<file path="config.mk">
export PLATFORM = sky130hd
export DESIGN_NAME = dss_top
export DESIGN_NICKNAME = d
export VERILOG_FILES = /design/src/dss_pkg.sv /design/src/dss_sync.sv /design/src/dss_top.sv
export SDC_FILE = /design/constraint.sdc
export NUM_CORES = 2
export LEC_CHECK = 0
export BUFFER_PORTS_ARGS = -buffer_cell sky130_fd_sc_hd__buf_2
export CORE_MARGIN = 4
export CORE_UTILIZATION = 55
export DETAILED_ROUTE_END_ITERATION = 10
export PLACE_DENSITY = 0.71
export SYNTH_ARGS = -nofsm -noshare
export SYNTH_HDL_FRONTEND = slang
export SYNTH_SLANG_ARGS = --single-unit
</file>
<file path="constraint.sdc">
create_clock -name CORE_CLK -period 5.5 [get_ports CORE_CLK]
set_input_delay 0.275 -clock CORE_CLK [delete_from_list [all_inputs] [get_ports CORE_CLK]]
set_output_delay 0.275 -clock CORE_CLK [all_outputs]
set_load 0.01 [all_outputs]
</file>
<file path="src/dss_pkg.sv">
// package: register map, field layout and carriers of the drum sequencer
package dss_pkg;
	localparam int NSTEP = 16;
	localparam int NOUT = 16;
	localparam int DW = 16;
	localparam int AW = 8;
	localparam int SW = 4;
	localparam int EW = 4;
	localparam int NEVT = 16;
	localparam int SYNC_W = 4 + NEVT;
	//////////////////////////////////////////////////////////////////////
	// register map, byte addresses
	localparam logic [AW-1:0] ADDR_COUNT = 8'h00;
	localparam logic [AW-1:0] ADDR_TIMER = 8'h04;
	localparam logic [AW-1:0] ADDR_PRESET = 8'h08;
	localparam logic [AW-1:0] ADDR_CUR = 8'h0c;
	localparam logic [AW-1:0] ADDR_CTRL = 8'h10;
	localparam logic [AW-1:0] ADDR_STATUS = 8'h14;
	localparam logic [AW-1:0] ADDR_TBASE = 8'h18;
	localparam logic [1:0] REGION_MISC = 2'h0;
	localparam logic [1:0] REGION_CPS = 2'h1;
	localparam logic [1:0] REGION_PAT = 2'h2;
	localparam logic [1:0] REGION_EVT = 2'h3;
	localparam int REGION_HI = 7;
	localparam int REGION_LO = 6;
	localparam int INDEX_HI = 5;
	localparam int INDEX_LO = 2;
	localparam int ALIGN_HI = 1;
	localparam logic [1:0] ALIGNED = 2'h0;
	localparam int CTRL_EVENT_BIT = 0;
	localparam int STATUS_DONE_BIT = 0;
	//////////////////////////////////////////////////////////////////////
	// reset values and step codes
	localparam logic [DW-1:0] PRESET_RST = 16'h0001;
	localparam logic [DW-1:0] TBASE_RST = 16'h0064;
	localparam logic [DW-1:0] CTRL_RST = 16'h0000;
	localparam logic [SW-1:0] LAST_STEP = 4'hf;
	localparam logic [SW-1:0] STEP_ONE = 4'h1;
	localparam logic [EW-1:0] NO_EVENT = 4'h0;
	//////////////////////////////////////////////////////////////////////
	// timing
	localparam int unsigned CLK_PERIOD_NS = 10;
	localparam int unsigned MS_IN_NS = 1000000;
	localparam int unsigned CYC_PER_MS_DOC = MS_IN_NS / CLK_PERIOD_NS;
	//////////////////////////////////////////////////////////////////////
	// carriers and states
	typedef struct packed {
		logic [AW-1:0] addr;
		logic [DW-1:0] wdata;
		logic wr;
		logic rd;
	} dss_bus_t;
	typedef struct packed {
		logic run;
		logic rst_in;
		logic jog;
		logic start;
	} dss_ctl_t;
	typedef enum logic [1:0] {
		ST_PROG = 2'b00,
		ST_STEP = 2'b01,
		ST_DONE = 2'b10
	} dss_state_t;
endpackage

</file>
<file path="src/dss_sync.sv">
// three-stage input synchroniser with agreement filter
`timescale 1ns/10ps
module dss_sync #(
	parameter int W = 1
) (
	// clock and reset
	input wire logic clk,
	input wire logic rst,
	// raw and filtered levels
	input wire logic [W-1:0] d,
	output logic [W-1:0] q
);
	logic [W-1:0] s1_q;
	logic [W-1:0] s2_q;
	logic [W-1:0] s3_q;
	logic [W-1:0] agree;

	// s1 feeds s2 only; a change counts once s2 and s3 agree
	assign agree = ~(s2_q ^ s3_q);

	always_ff @(posedge clk) begin
		if (rst) begin
			s1_q <= '0;
			s2_q <= '0;
			s3_q <= '0;
			q <= '0;
		end else begin
			s1_q <= d;
			s2_q <= s1_q;
			s3_q <= s2_q;
			q <= (agree & s3_q) | (~agree & q);
		end
	end
endmodule // dss_sync

</file>
<file path="src/dss_top.sv">
// sixteen-step drum sequencer with timed and event variants
`timescale 1ns/10ps
module dss_top #(
	parameter int unsigned CYC_PER_MS = dss_pkg::CYC_PER_MS_DOC
) (
	// clock and reset
	input wire logic CORE_CLK,
	input wire logic RST,
	// register port
	input dss_pkg::dss_bus_t BUS,
	output logic [dss_pkg::DW-1:0] RDATA,
	// controlling program inputs and events
	input dss_pkg::dss_ctl_t CTL,
	input wire logic [dss_pkg::NEVT-1:0] EVENTS,
	// drum outputs
	output logic [dss_pkg::NOUT-1:0] OUTPUTS,
	output logic DONE
);
	import dss_pkg::*;

	localparam int PRE_W = $clog2(CYC_PER_MS);
	localparam logic [PRE_W-1:0] PRE_LAST = PRE_W'(CYC_PER_MS - 1);

	//////////////////////////////////////////////////////////////////////
	// synchronised inputs
	logic [SYNC_W-1:0] sync_q;
	dss_ctl_t ctl_s;
	logic [NEVT-1:0] ev_s;

	dss_sync #(.W(SYNC_W)) u_sync (
		.clk(CORE_CLK),
		.rst(RST),
		.d({CTL, EVENTS}),
		.q(sync_q)
	);
	assign {ctl_s, ev_s} = sync_q;

	//////////////////////////////////////////////////////////////////////
	// state
	dss_state_t state_q, state_d;
	logic [SW-1:0] cur_q, cur_d;
	logic [DW-1:0] cnt_q, cnt_d;
	logic [DW-1:0] tb_q, tb_d;
	logic [PRE_W-1:0] pre_q, pre_d;
	logic jog_prev_q;
	logic [DW-1:0] preset_q;
	logic [DW-1:0] ctrl_q;
	logic [DW-1:0] tbase_q;
	logic [DW-1:0] cps_q [NSTEP];
	logic [NOUT-1:0] pat_q [NSTEP];
	logic [EW-1:0] evt_q [NSTEP];
	logic [NOUT-1:0] out_d;
	logic [DW-1:0] rd_d;

	//////////////////////////////////////////////////////////////////////
	// register decode
	logic [1:0] region;
	logic [SW-1:0] idx;
	logic aligned;
	logic misc_sel;
	logic preset_wr, ctrl_wr, tbase_wr;
	logic cps_wr, pat_wr, evt_wr;
	logic [DW-1:0] misc_rd;

	assign region = BUS.addr[REGION_HI:REGION_LO];
	assign idx = BUS.addr[INDEX_HI:INDEX_LO];
	assign aligned = (BUS.addr[ALIGN_HI:0] == ALIGNED);
	assign misc_sel = aligned & (region == REGION_MISC);
	// only the preset counter takes writes among the four
	assign preset_wr = BUS.wr & (BUS.addr == ADDR_PRESET);
	assign ctrl_wr = BUS.wr & (BUS.addr == ADDR_CTRL);
	assign tbase_wr = BUS.wr & (BUS.addr == ADDR_TBASE);
	assign cps_wr = BUS.wr & aligned & (region == REGION_CPS);
	assign pat_wr = BUS.wr & aligned & (region == REGION_PAT);
	assign evt_wr = BUS.wr & aligned & (region == REGION_EVT);

	//////////////////////////////////////////////////////////////////////
	// step conditions
	logic evt_mode;
	logic [SW-1:0] preset_idx;
	logic [EW-1:0] evt_sel;
	logic evt_true;
	logic stepping, running, gate;
	logic ms_tick, cnt_tick;
	logic [DW-1:0] cnt_next;
	logic [DW-1:0] cps_cur;
	logic unused_cur;
	logic adv_tmr, jog_rise, jog_adv;
	logic step_chg;
	logic [NSTEP-1:0] used, above;
	logic [SW-1:0] nxt_idx;
	logic nxt_ok;

	assign evt_mode = ctrl_q[CTRL_EVENT_BIT];
	// preset 1..16 maps to index 0..15; 16 wraps through zero
	assign preset_idx = preset_q[SW-1:0] - STEP_ONE;
	assign evt_sel = evt_q[cur_q];
	assign evt_true = (evt_sel == NO_EVENT) | ev_s[evt_sel];
	assign stepping = (state_q == ST_STEP) & ctl_s.run & ~ctl_s.rst_in;
	assign running = stepping & ctl_s.start;
	assign gate = running & (~evt_mode | evt_true);
	assign ms_tick = gate & (pre_q == PRE_LAST);
	// timebase of zero or one ticks every millisecond
	assign cnt_tick = ms_tick & ((tb_q + DW'(1)) >= tbase_q);
	assign cnt_next = cnt_q + DW'(1);
	assign cps_cur = cps_q[cur_q];
	assign unused_cur = (cps_cur == '0);
	assign adv_tmr = running
		& (unused_cur | (cnt_tick & (cnt_next == cps_cur)));
	assign jog_rise = ctl_s.jog & ~jog_prev_q;
	assign jog_adv = stepping & evt_mode & jog_rise;

	genvar gi;
	generate
		for (gi = 0; gi < NSTEP; gi++) begin : g_used
			assign used[gi] = (cps_q[gi] != '0);
			assign above[gi] = used[gi] & (SW'(gi) > cur_q);
		end
	endgenerate

	// lowest used step above the current one
	always_comb begin
		nxt_idx = cur_q;
		nxt_ok = 1'b0;
		for (int i = NSTEP - 1; i >= 0; i--) begin
			if (above[i]) begin
				nxt_idx = SW'(i);
				nxt_ok = 1'b1;
			end
		end
	end

	//////////////////////////////////////////////////////////////////////
	// step sequencing
	always_comb begin
		state_d = state_q;
		cur_d = cur_q;
		step_chg = 1'b0;
		case (state_q)
			ST_PROG: begin
				if (ctl_s.run) begin
					state_d = ST_STEP;
					cur_d = preset_idx;
					step_chg = 1'b1;
				end
			end
			ST_STEP: begin
				if (!ctl_s.run) begin
					state_d = ST_PROG;
				end else if (ctl_s.rst_in) begin
					cur_d = preset_idx;
					step_chg = 1'b1;
				end else if (jog_adv) begin
					step_chg = 1'b1;
					if (cur_q == LAST_STEP) begin
						state_d = ST_DONE;
					end else begin
						cur_d = cur_q + STEP_ONE;
					end
				end else if (adv_tmr) begin
					step_chg = 1'b1;
					if (nxt_ok) begin
						cur_d = nxt_idx;
					end else begin
						state_d = ST_DONE;
					end
				end
			end
			ST_DONE: begin
				if (!ctl_s.run) begin
					state_d = ST_PROG;
				end else if (ctl_s.rst_in) begin
					state_d = ST_STEP;
					cur_d = preset_idx;
					step_chg = 1'b1;
				end
			end
			default: begin
				state_d = ST_PROG;
			end
		endcase
	end

	// counts and timebase prescaler; cleared on a step change, otherwise frozen unless the gate is open
	always_comb begin
		pre_d = pre_q;
		tb_d = tb_q;
		cnt_d = cnt_q;
		if (step_chg) begin
			pre_d = '0;
			tb_d = '0;
			cnt_d = '0;
		end else if (gate) begin
			pre_d = ms_tick ? '0 : pre_q + PRE_W'(1);
			if (cnt_tick) begin
				tb_d = '0;
				cnt_d = cnt_next;
			end else if (ms_tick) begin
				tb_d = tb_q + DW'(1);
			end
		end
	end

	// outputs follow the step that is about to be current
	assign out_d = (state_d == ST_PROG) ? '0 : pat_q[cur_d];

	always_ff @(posedge CORE_CLK) begin
		if (RST) begin
			state_q <= ST_PROG;
			cur_q <= '0;
			cnt_q <= '0;
			tb_q <= '0;
			pre_q <= '0;
			jog_prev_q <= 1'b0;
			OUTPUTS <= '0;
		end else begin
			state_q <= state_d;
			cur_q <= cur_d;
			cnt_q <= cnt_d;
			tb_q <= tb_d;
			pre_q <= pre_d;
			jog_prev_q <= ctl_s.jog;
			OUTPUTS <= out_d;
		end
	end

	assign DONE = (state_q == ST_DONE);

	//////////////////////////////////////////////////////////////////////
	// writable registers
	always_ff @(posedge CORE_CLK) begin
		if (RST) begin
			preset_q <= PRESET_RST;
			ctrl_q <= CTRL_RST;
			tbase_q <= TBASE_RST;
		end else begin
			if (preset_wr) preset_q <= BUS.wdata;
			if (ctrl_wr) ctrl_q <= BUS.wdata;
			if (tbase_wr) tbase_q <= BUS.wdata;
		end
	end

	generate
		for (gi = 0; gi < NSTEP; gi++) begin : g_tab
			always_ff @(posedge CORE_CLK) begin
				if (RST) begin
					cps_q[gi] <= '0;
					pat_q[gi] <= '0;
					evt_q[gi] <= NO_EVENT;
				end else if (idx == SW'(gi)) begin
					if (cps_wr) cps_q[gi] <= BUS.wdata;
					if (pat_wr) pat_q[gi] <= BUS.wdata[NOUT-1:0];
					if (evt_wr) evt_q[gi] <= BUS.wdata[EW-1:0];
				end
			end
		end
	endgenerate

	//////////////////////////////////////////////////////////////////////
	// read port; unmapped addresses read zero
	assign misc_rd =
		(BUS.addr == ADDR_COUNT) ? cnt_q :
		(BUS.addr == ADDR_TIMER) ? tb_q :
		(BUS.addr == ADDR_PRESET) ? preset_q :
		(BUS.addr == ADDR_CUR) ? DW'(cur_q) + DW'(1) :
		(BUS.addr == ADDR_CTRL) ? ctrl_q :
		(BUS.addr == ADDR_STATUS) ? DW'(DONE) << STATUS_DONE_BIT :
		(BUS.addr == ADDR_TBASE) ? tbase_q : '0;
	assign rd_d =
		!aligned ? '0 :
		(region == REGION_CPS) ? cps_q[idx] :
		(region == REGION_PAT) ? DW'(pat_q[idx]) :
		(region == REGION_EVT) ? DW'(evt_q[idx]) :
		misc_sel ? misc_rd : '0;

	always_ff @(posedge CORE_CLK) begin
		if (RST) RDATA <= '0;
		else RDATA <= BUS.rd ? rd_d : '0;
	end
endmodule // dss_top

</file>
==> flow_metrics.py <==
metrics = {
    "global_routing": {
        "gr-total-overflow": 0,
        "grt_util_met2": 0.501,
        "use_met3": 0.103,
        "grt_pass1_vias": 30100,
        "grt_max_degree": 78,
        "antenna_found_initial": 7,
        "grt_usage": 0.335,
        "use_met1": 0.450,
        "grt_pass1_wl_um": 201000,
        "top_usage_layer": "met2",
    },
    "clock_network": {
        "cts.path.max_buffers": 3,
        "cts_max_level": 3,
        "insertion_delay_ns": 0.65,
        "clk_pin_slew_worst_paths_ns": 0.06,
        "cts.sinks": 788,
        "post_cts_buffers": 0,
        "numCtsBuffers": 85,
        "cts_root_buf": "clkbuf_16",
        "tritoncts": "built",
    },
    "placed_design": {
        "dp_hpwl_um": 93600,
        "pre_cts_slack_ns": 0.132,
        "place_inst": 4325,
        "portBuffers": 79,
        "gp_congestion": 1.02,
    },
    "worst_setup_path": {
        "slowest_stage": "dfxtp_4",
        "ff2ff_setup_slack_ns": 0.17,
        "endpoint_kind": "flip-flop",
        "cpPeakStageDelay_ns": 0.83,
        "arrival_ns": 5.84,
        "path_cells": "buf_12, buf_12, mux4_2, a22oi_1, nand2_1, xnor2_1, inv_1, or4_1, nor4_1, a31oi_1, or2_1, nor2_4, buf_12, buf_12, mux2_1, o211ai_1, o2111ai_1",
        "worstPathRequired_ns": 6.01,
        "worstRegToRegCells": 17,
        "worstReg2RegStart": "cur_q[1]",
        "reg2reg_to": "OUTPUTS[15]",
        "critical_path_class": "flip-flop to flip-flop",
        "critPathMaxFanout": 38,
        "worst_path_most_repeated_cell": "buf_12",
        "crit_path_start_kind": "flip-flop",
        "cp_num_buf_inv": 5,
        "critPathTopFamily": "simple AND/OR/NAND/NOR gates",
    },
    "floorplan": {
        "fp.dieH_um": 284,
        "fp.dieW_um": 284,
        "num_rows": 100,
        "die-area_sq_mm": 0.0807,
        "io_pins": 81,
        "core_sq_mm": 0.0751,
        "initial_core_util": 0.559,
    },
    "synth": {
        "syn_area_sq_mm": 0.0419,
        "synth_enable_flop_cells": 576,
        "async_reset_ff_frac": 0,
        "synth_top_cells_by_area": "edfxtp_1, mux4_2, dfxtp_1, and2_1, clkbuf_1",
        "synth_ff_type": "edfxtp_1",
        "syn_inst": 3451,
        "synth_top_area_share": 0.412,
        "yosysTopAreaCell": "edfxtp_1",
        "syn_avg_cell_area_sq_um": 12.2,
        "ys_ff_latch": 788,
        "ys_seq_area_frac": 0.514,
        "yosys.cell_types.count": 80,
        "synth_nets": 3527,
        "yosysWarnings": 0,
    },
    "drt": {
        "vias": 30900,
        "drt-initial-drc-count": 4469,
        "wl_per_cell_um": 30.5,
        "viasPerCell": 6.87,
        "drcViolationCount": 0,
        "drt_pre_antenna_iters": 7,
        "ant_nets": 0,
        "totalWireLength_um": 138000,
    },
    "power_and_ir_drop": {
        "power_frac_comb": 0.079,
        "p_per_area_mw_per_mm2": 300,
        "sw_frac_of_total": 0.240,
        "leakagePower_nw": 16.7,
        "peakVddDrop_mv": 0.244,
        "power_frac_clock": 0.436,
        "internal-power_w": 0.0106,
        "netSwitchingPower_w": 0.00335,
        "p_seq_frac": 0.485,
    },
    "layout": {
        "areaGrowthSynthToFinish_pct": 11.2,
        "stdcell_count": 4504,
        "n_fill_cell": 5710,
        "final_common_cell": "edfxtp_1",
        "most-common-layout-cells": "edfxtp_1, and2_1, mux4_2",
        "drive_above_1_share": 0.187,
        "finalNetCount": 3538,
    },
    "hold_path": {
        "worstHoldPathCells": 2,
        "hold-path-endpoint": "u_sync.s3_q[11]",
        "min_path_type": "input port to flip-flop",
        "min_from": "RST",
    },
    "sta": {
        "slew_headroom": 0.134,
        "setup_viol": 0,
        "fmax_mhz": 188,
        "min_period_over_period": 0.970,
        "tns_ns": 0,
        "rsz0062_at_grt": "no",
        "clock_skew_ns": 0.0282,
        "hold_viol_final": 0,
        "worst_pin_slew_ns": 1.29,
        "fin_hold_ws_ns": 0.119,
        "slew_viol_final": 0,
        "setup_slack_ns": 0.167,
        "fin_crit_ns": 5.33,
    },
    "run_status": {
        "run_status": "completed",
    },
    "flow_run": {
        "max_cap_viol_count": 0,
    },
}
==> power by group through the flow <==
stage                     logic (W)  registers, W  clock network [W]
after floorplan            0.000644       0.00682                  0
final                       0.00110       0.00678            0.00609
after CTS                   0.00106       0.00677            0.00612
after global routing        0.00112       0.00680            0.00638
after global placement      0.00103       0.00687                  0
after detailed placement    0.00104       0.00690                  0
==> cell usage after synthesis (4+ instances only) <==
| cell type | n |
|---|---|
| edfxtp_1 | 576 |
| and2_1 | 523 |
| mux4_2 | 263 |
| clkbuf_1 | 230 |
| nand2_1 | 230 |
| dfxtp_1 | 212 |
| nor2_1 | 169 |
| a21oi_1 | 106 |
| nor2b_1 | 90 |
| nand3_1 | 87 |
| nor4_1 | 72 |
| a21o_1 | 71 |
| o21ai_0 | 71 |
| and3_1 | 66 |
| mux2i_1 | 53 |
| a22oi_1 | 51 |
| inv_1 | 50 |
| xnor2_1 | 37 |
| xor2_1 | 36 |
| nand4_1 | 33 |
| nor3_1 | 32 |
| o221ai_1 | 32 |
| ha_1 | 28 |
| mux2_2 | 28 |
| mux2_1 | 24 |
| a211oi_1 | 23 |
| buf_2 | 23 |
| o211ai_1 | 23 |
| nand4b_1 | 19 |
| a31oi_1 | 17 |
| buf_1 | 17 |
| a21boi_0 | 16 |
| o2111ai_1 | 16 |
| nand2b_1 | 15 |
| a221oi_1 | 12 |
| buf_6 | 8 |
| nand3b_1 | 8 |
| buf_4 | 7 |
| a211o_1 | 6 |
| or2_2 | 5 |
| a222oi_1 | 4 |
| o22a_1 | 4 |
| o31ai_1 | 4 |
| or3_1 | 4 |
| or4_1 | 4 |
==> routing by layer <==
layer,vias up,routed length [um]
li1,13000,-
met1,15300,50500
met2,2223,60800
met3,411,18300
met4,4,7740
met5,-,164
==> worst max-delay path by stage <==
| stage | from | end | slack [ns] | cells after the start |
|---|---|---|---|---|
| after floorplan | tb_q[2] | OUTPUTS[0] | 0.61 | 20 |
| after global placement | tb_q[1] | OUTPUTS[13] | -0.17 | 16 |
| after detailed placement | tb_q[1] | OUTPUTS[15] | 0.13 | 19 |
| after CTS | tb_q[1] | OUTPUTS[15] | 0.09 | 19 |
| after global routing | cur_q[0] | OUTPUTS[2] | 0.006 | 15 |
| final | cur_q[1] | OUTPUTS[15] | 0.17 | 17 |
==> area by class of cell <==
type | instances | area [sq um] | area share
Sequential cell | 788 | 21500 | 0.462
Inverter | 51 | 191 | 0.00411
Tap cell | 969 | 1210 | 0.0260
Clock buffer | 110 | 2420 | 0.0518
Timing Repair Buffer | 212 | 1670 | 0.0357
Multi-Input combinational cell | 2324 | 19000 | 0.408
Antenna cell | 2 | 5.00 | 0.000107
Clock inverter | 48 | 556 | 0.0119
==> through the flow <==
stage	total power, W	area [sq um]	utilization
detailed placement	0.00794	43400	0.579
CTS	0.0140	46600	0.621
finish	0.0140	46600	0.621
global route	0.0143	46600	0.621
global placement	0.00790	43400	0.579
floorplan	0.00746	41900	-
==> flip-flops by register name (all words and copies together), names as in the netlist, named ones only <==
name / flops
evt_q: 64
pat_q: 256
OUTPUTS: 16
RDATA: 16
cur_q: 4
u_sync.s1_q: 19
cnt_q: 16
cps_q: 256
jog_prev_q: 1
preset_q: 16
state_q: 2
tbase_q: 16
u_sync.s2_q: 19
tb_q: 16
pre_q: 17
u_sync.s3_q: 19
ctrl_q: 16
==> kinds of logic (layout without fill, tap and decap cells) <==
| kind of cell | after synthesis | after routing | synth area share |
|---|---|---|---|
| fa+ha+maj | 28 | 28 | 0.00835 |
| simple gates | 1367 | 1367 | 0.179 |
| xor+xnor | 74 | 74 | 0.0156 |
| buf+inv | 339 | 421 | 0.0342 |
| compound gates | 487 | 487 | 0.0816 |
| flops | 788 | 788 | 0.514 |
| mux | 368 | 368 | 0.168 |
| other cells | 0 | 2 | 0 |
==> timing repair <==
action,CTS,global route
resized for setup,0,2
endpoints found under the setup margin,0,14
hold buffers,19,0
endpoints found under the hold margin,19,0
(Power assumes the default switching activity.)
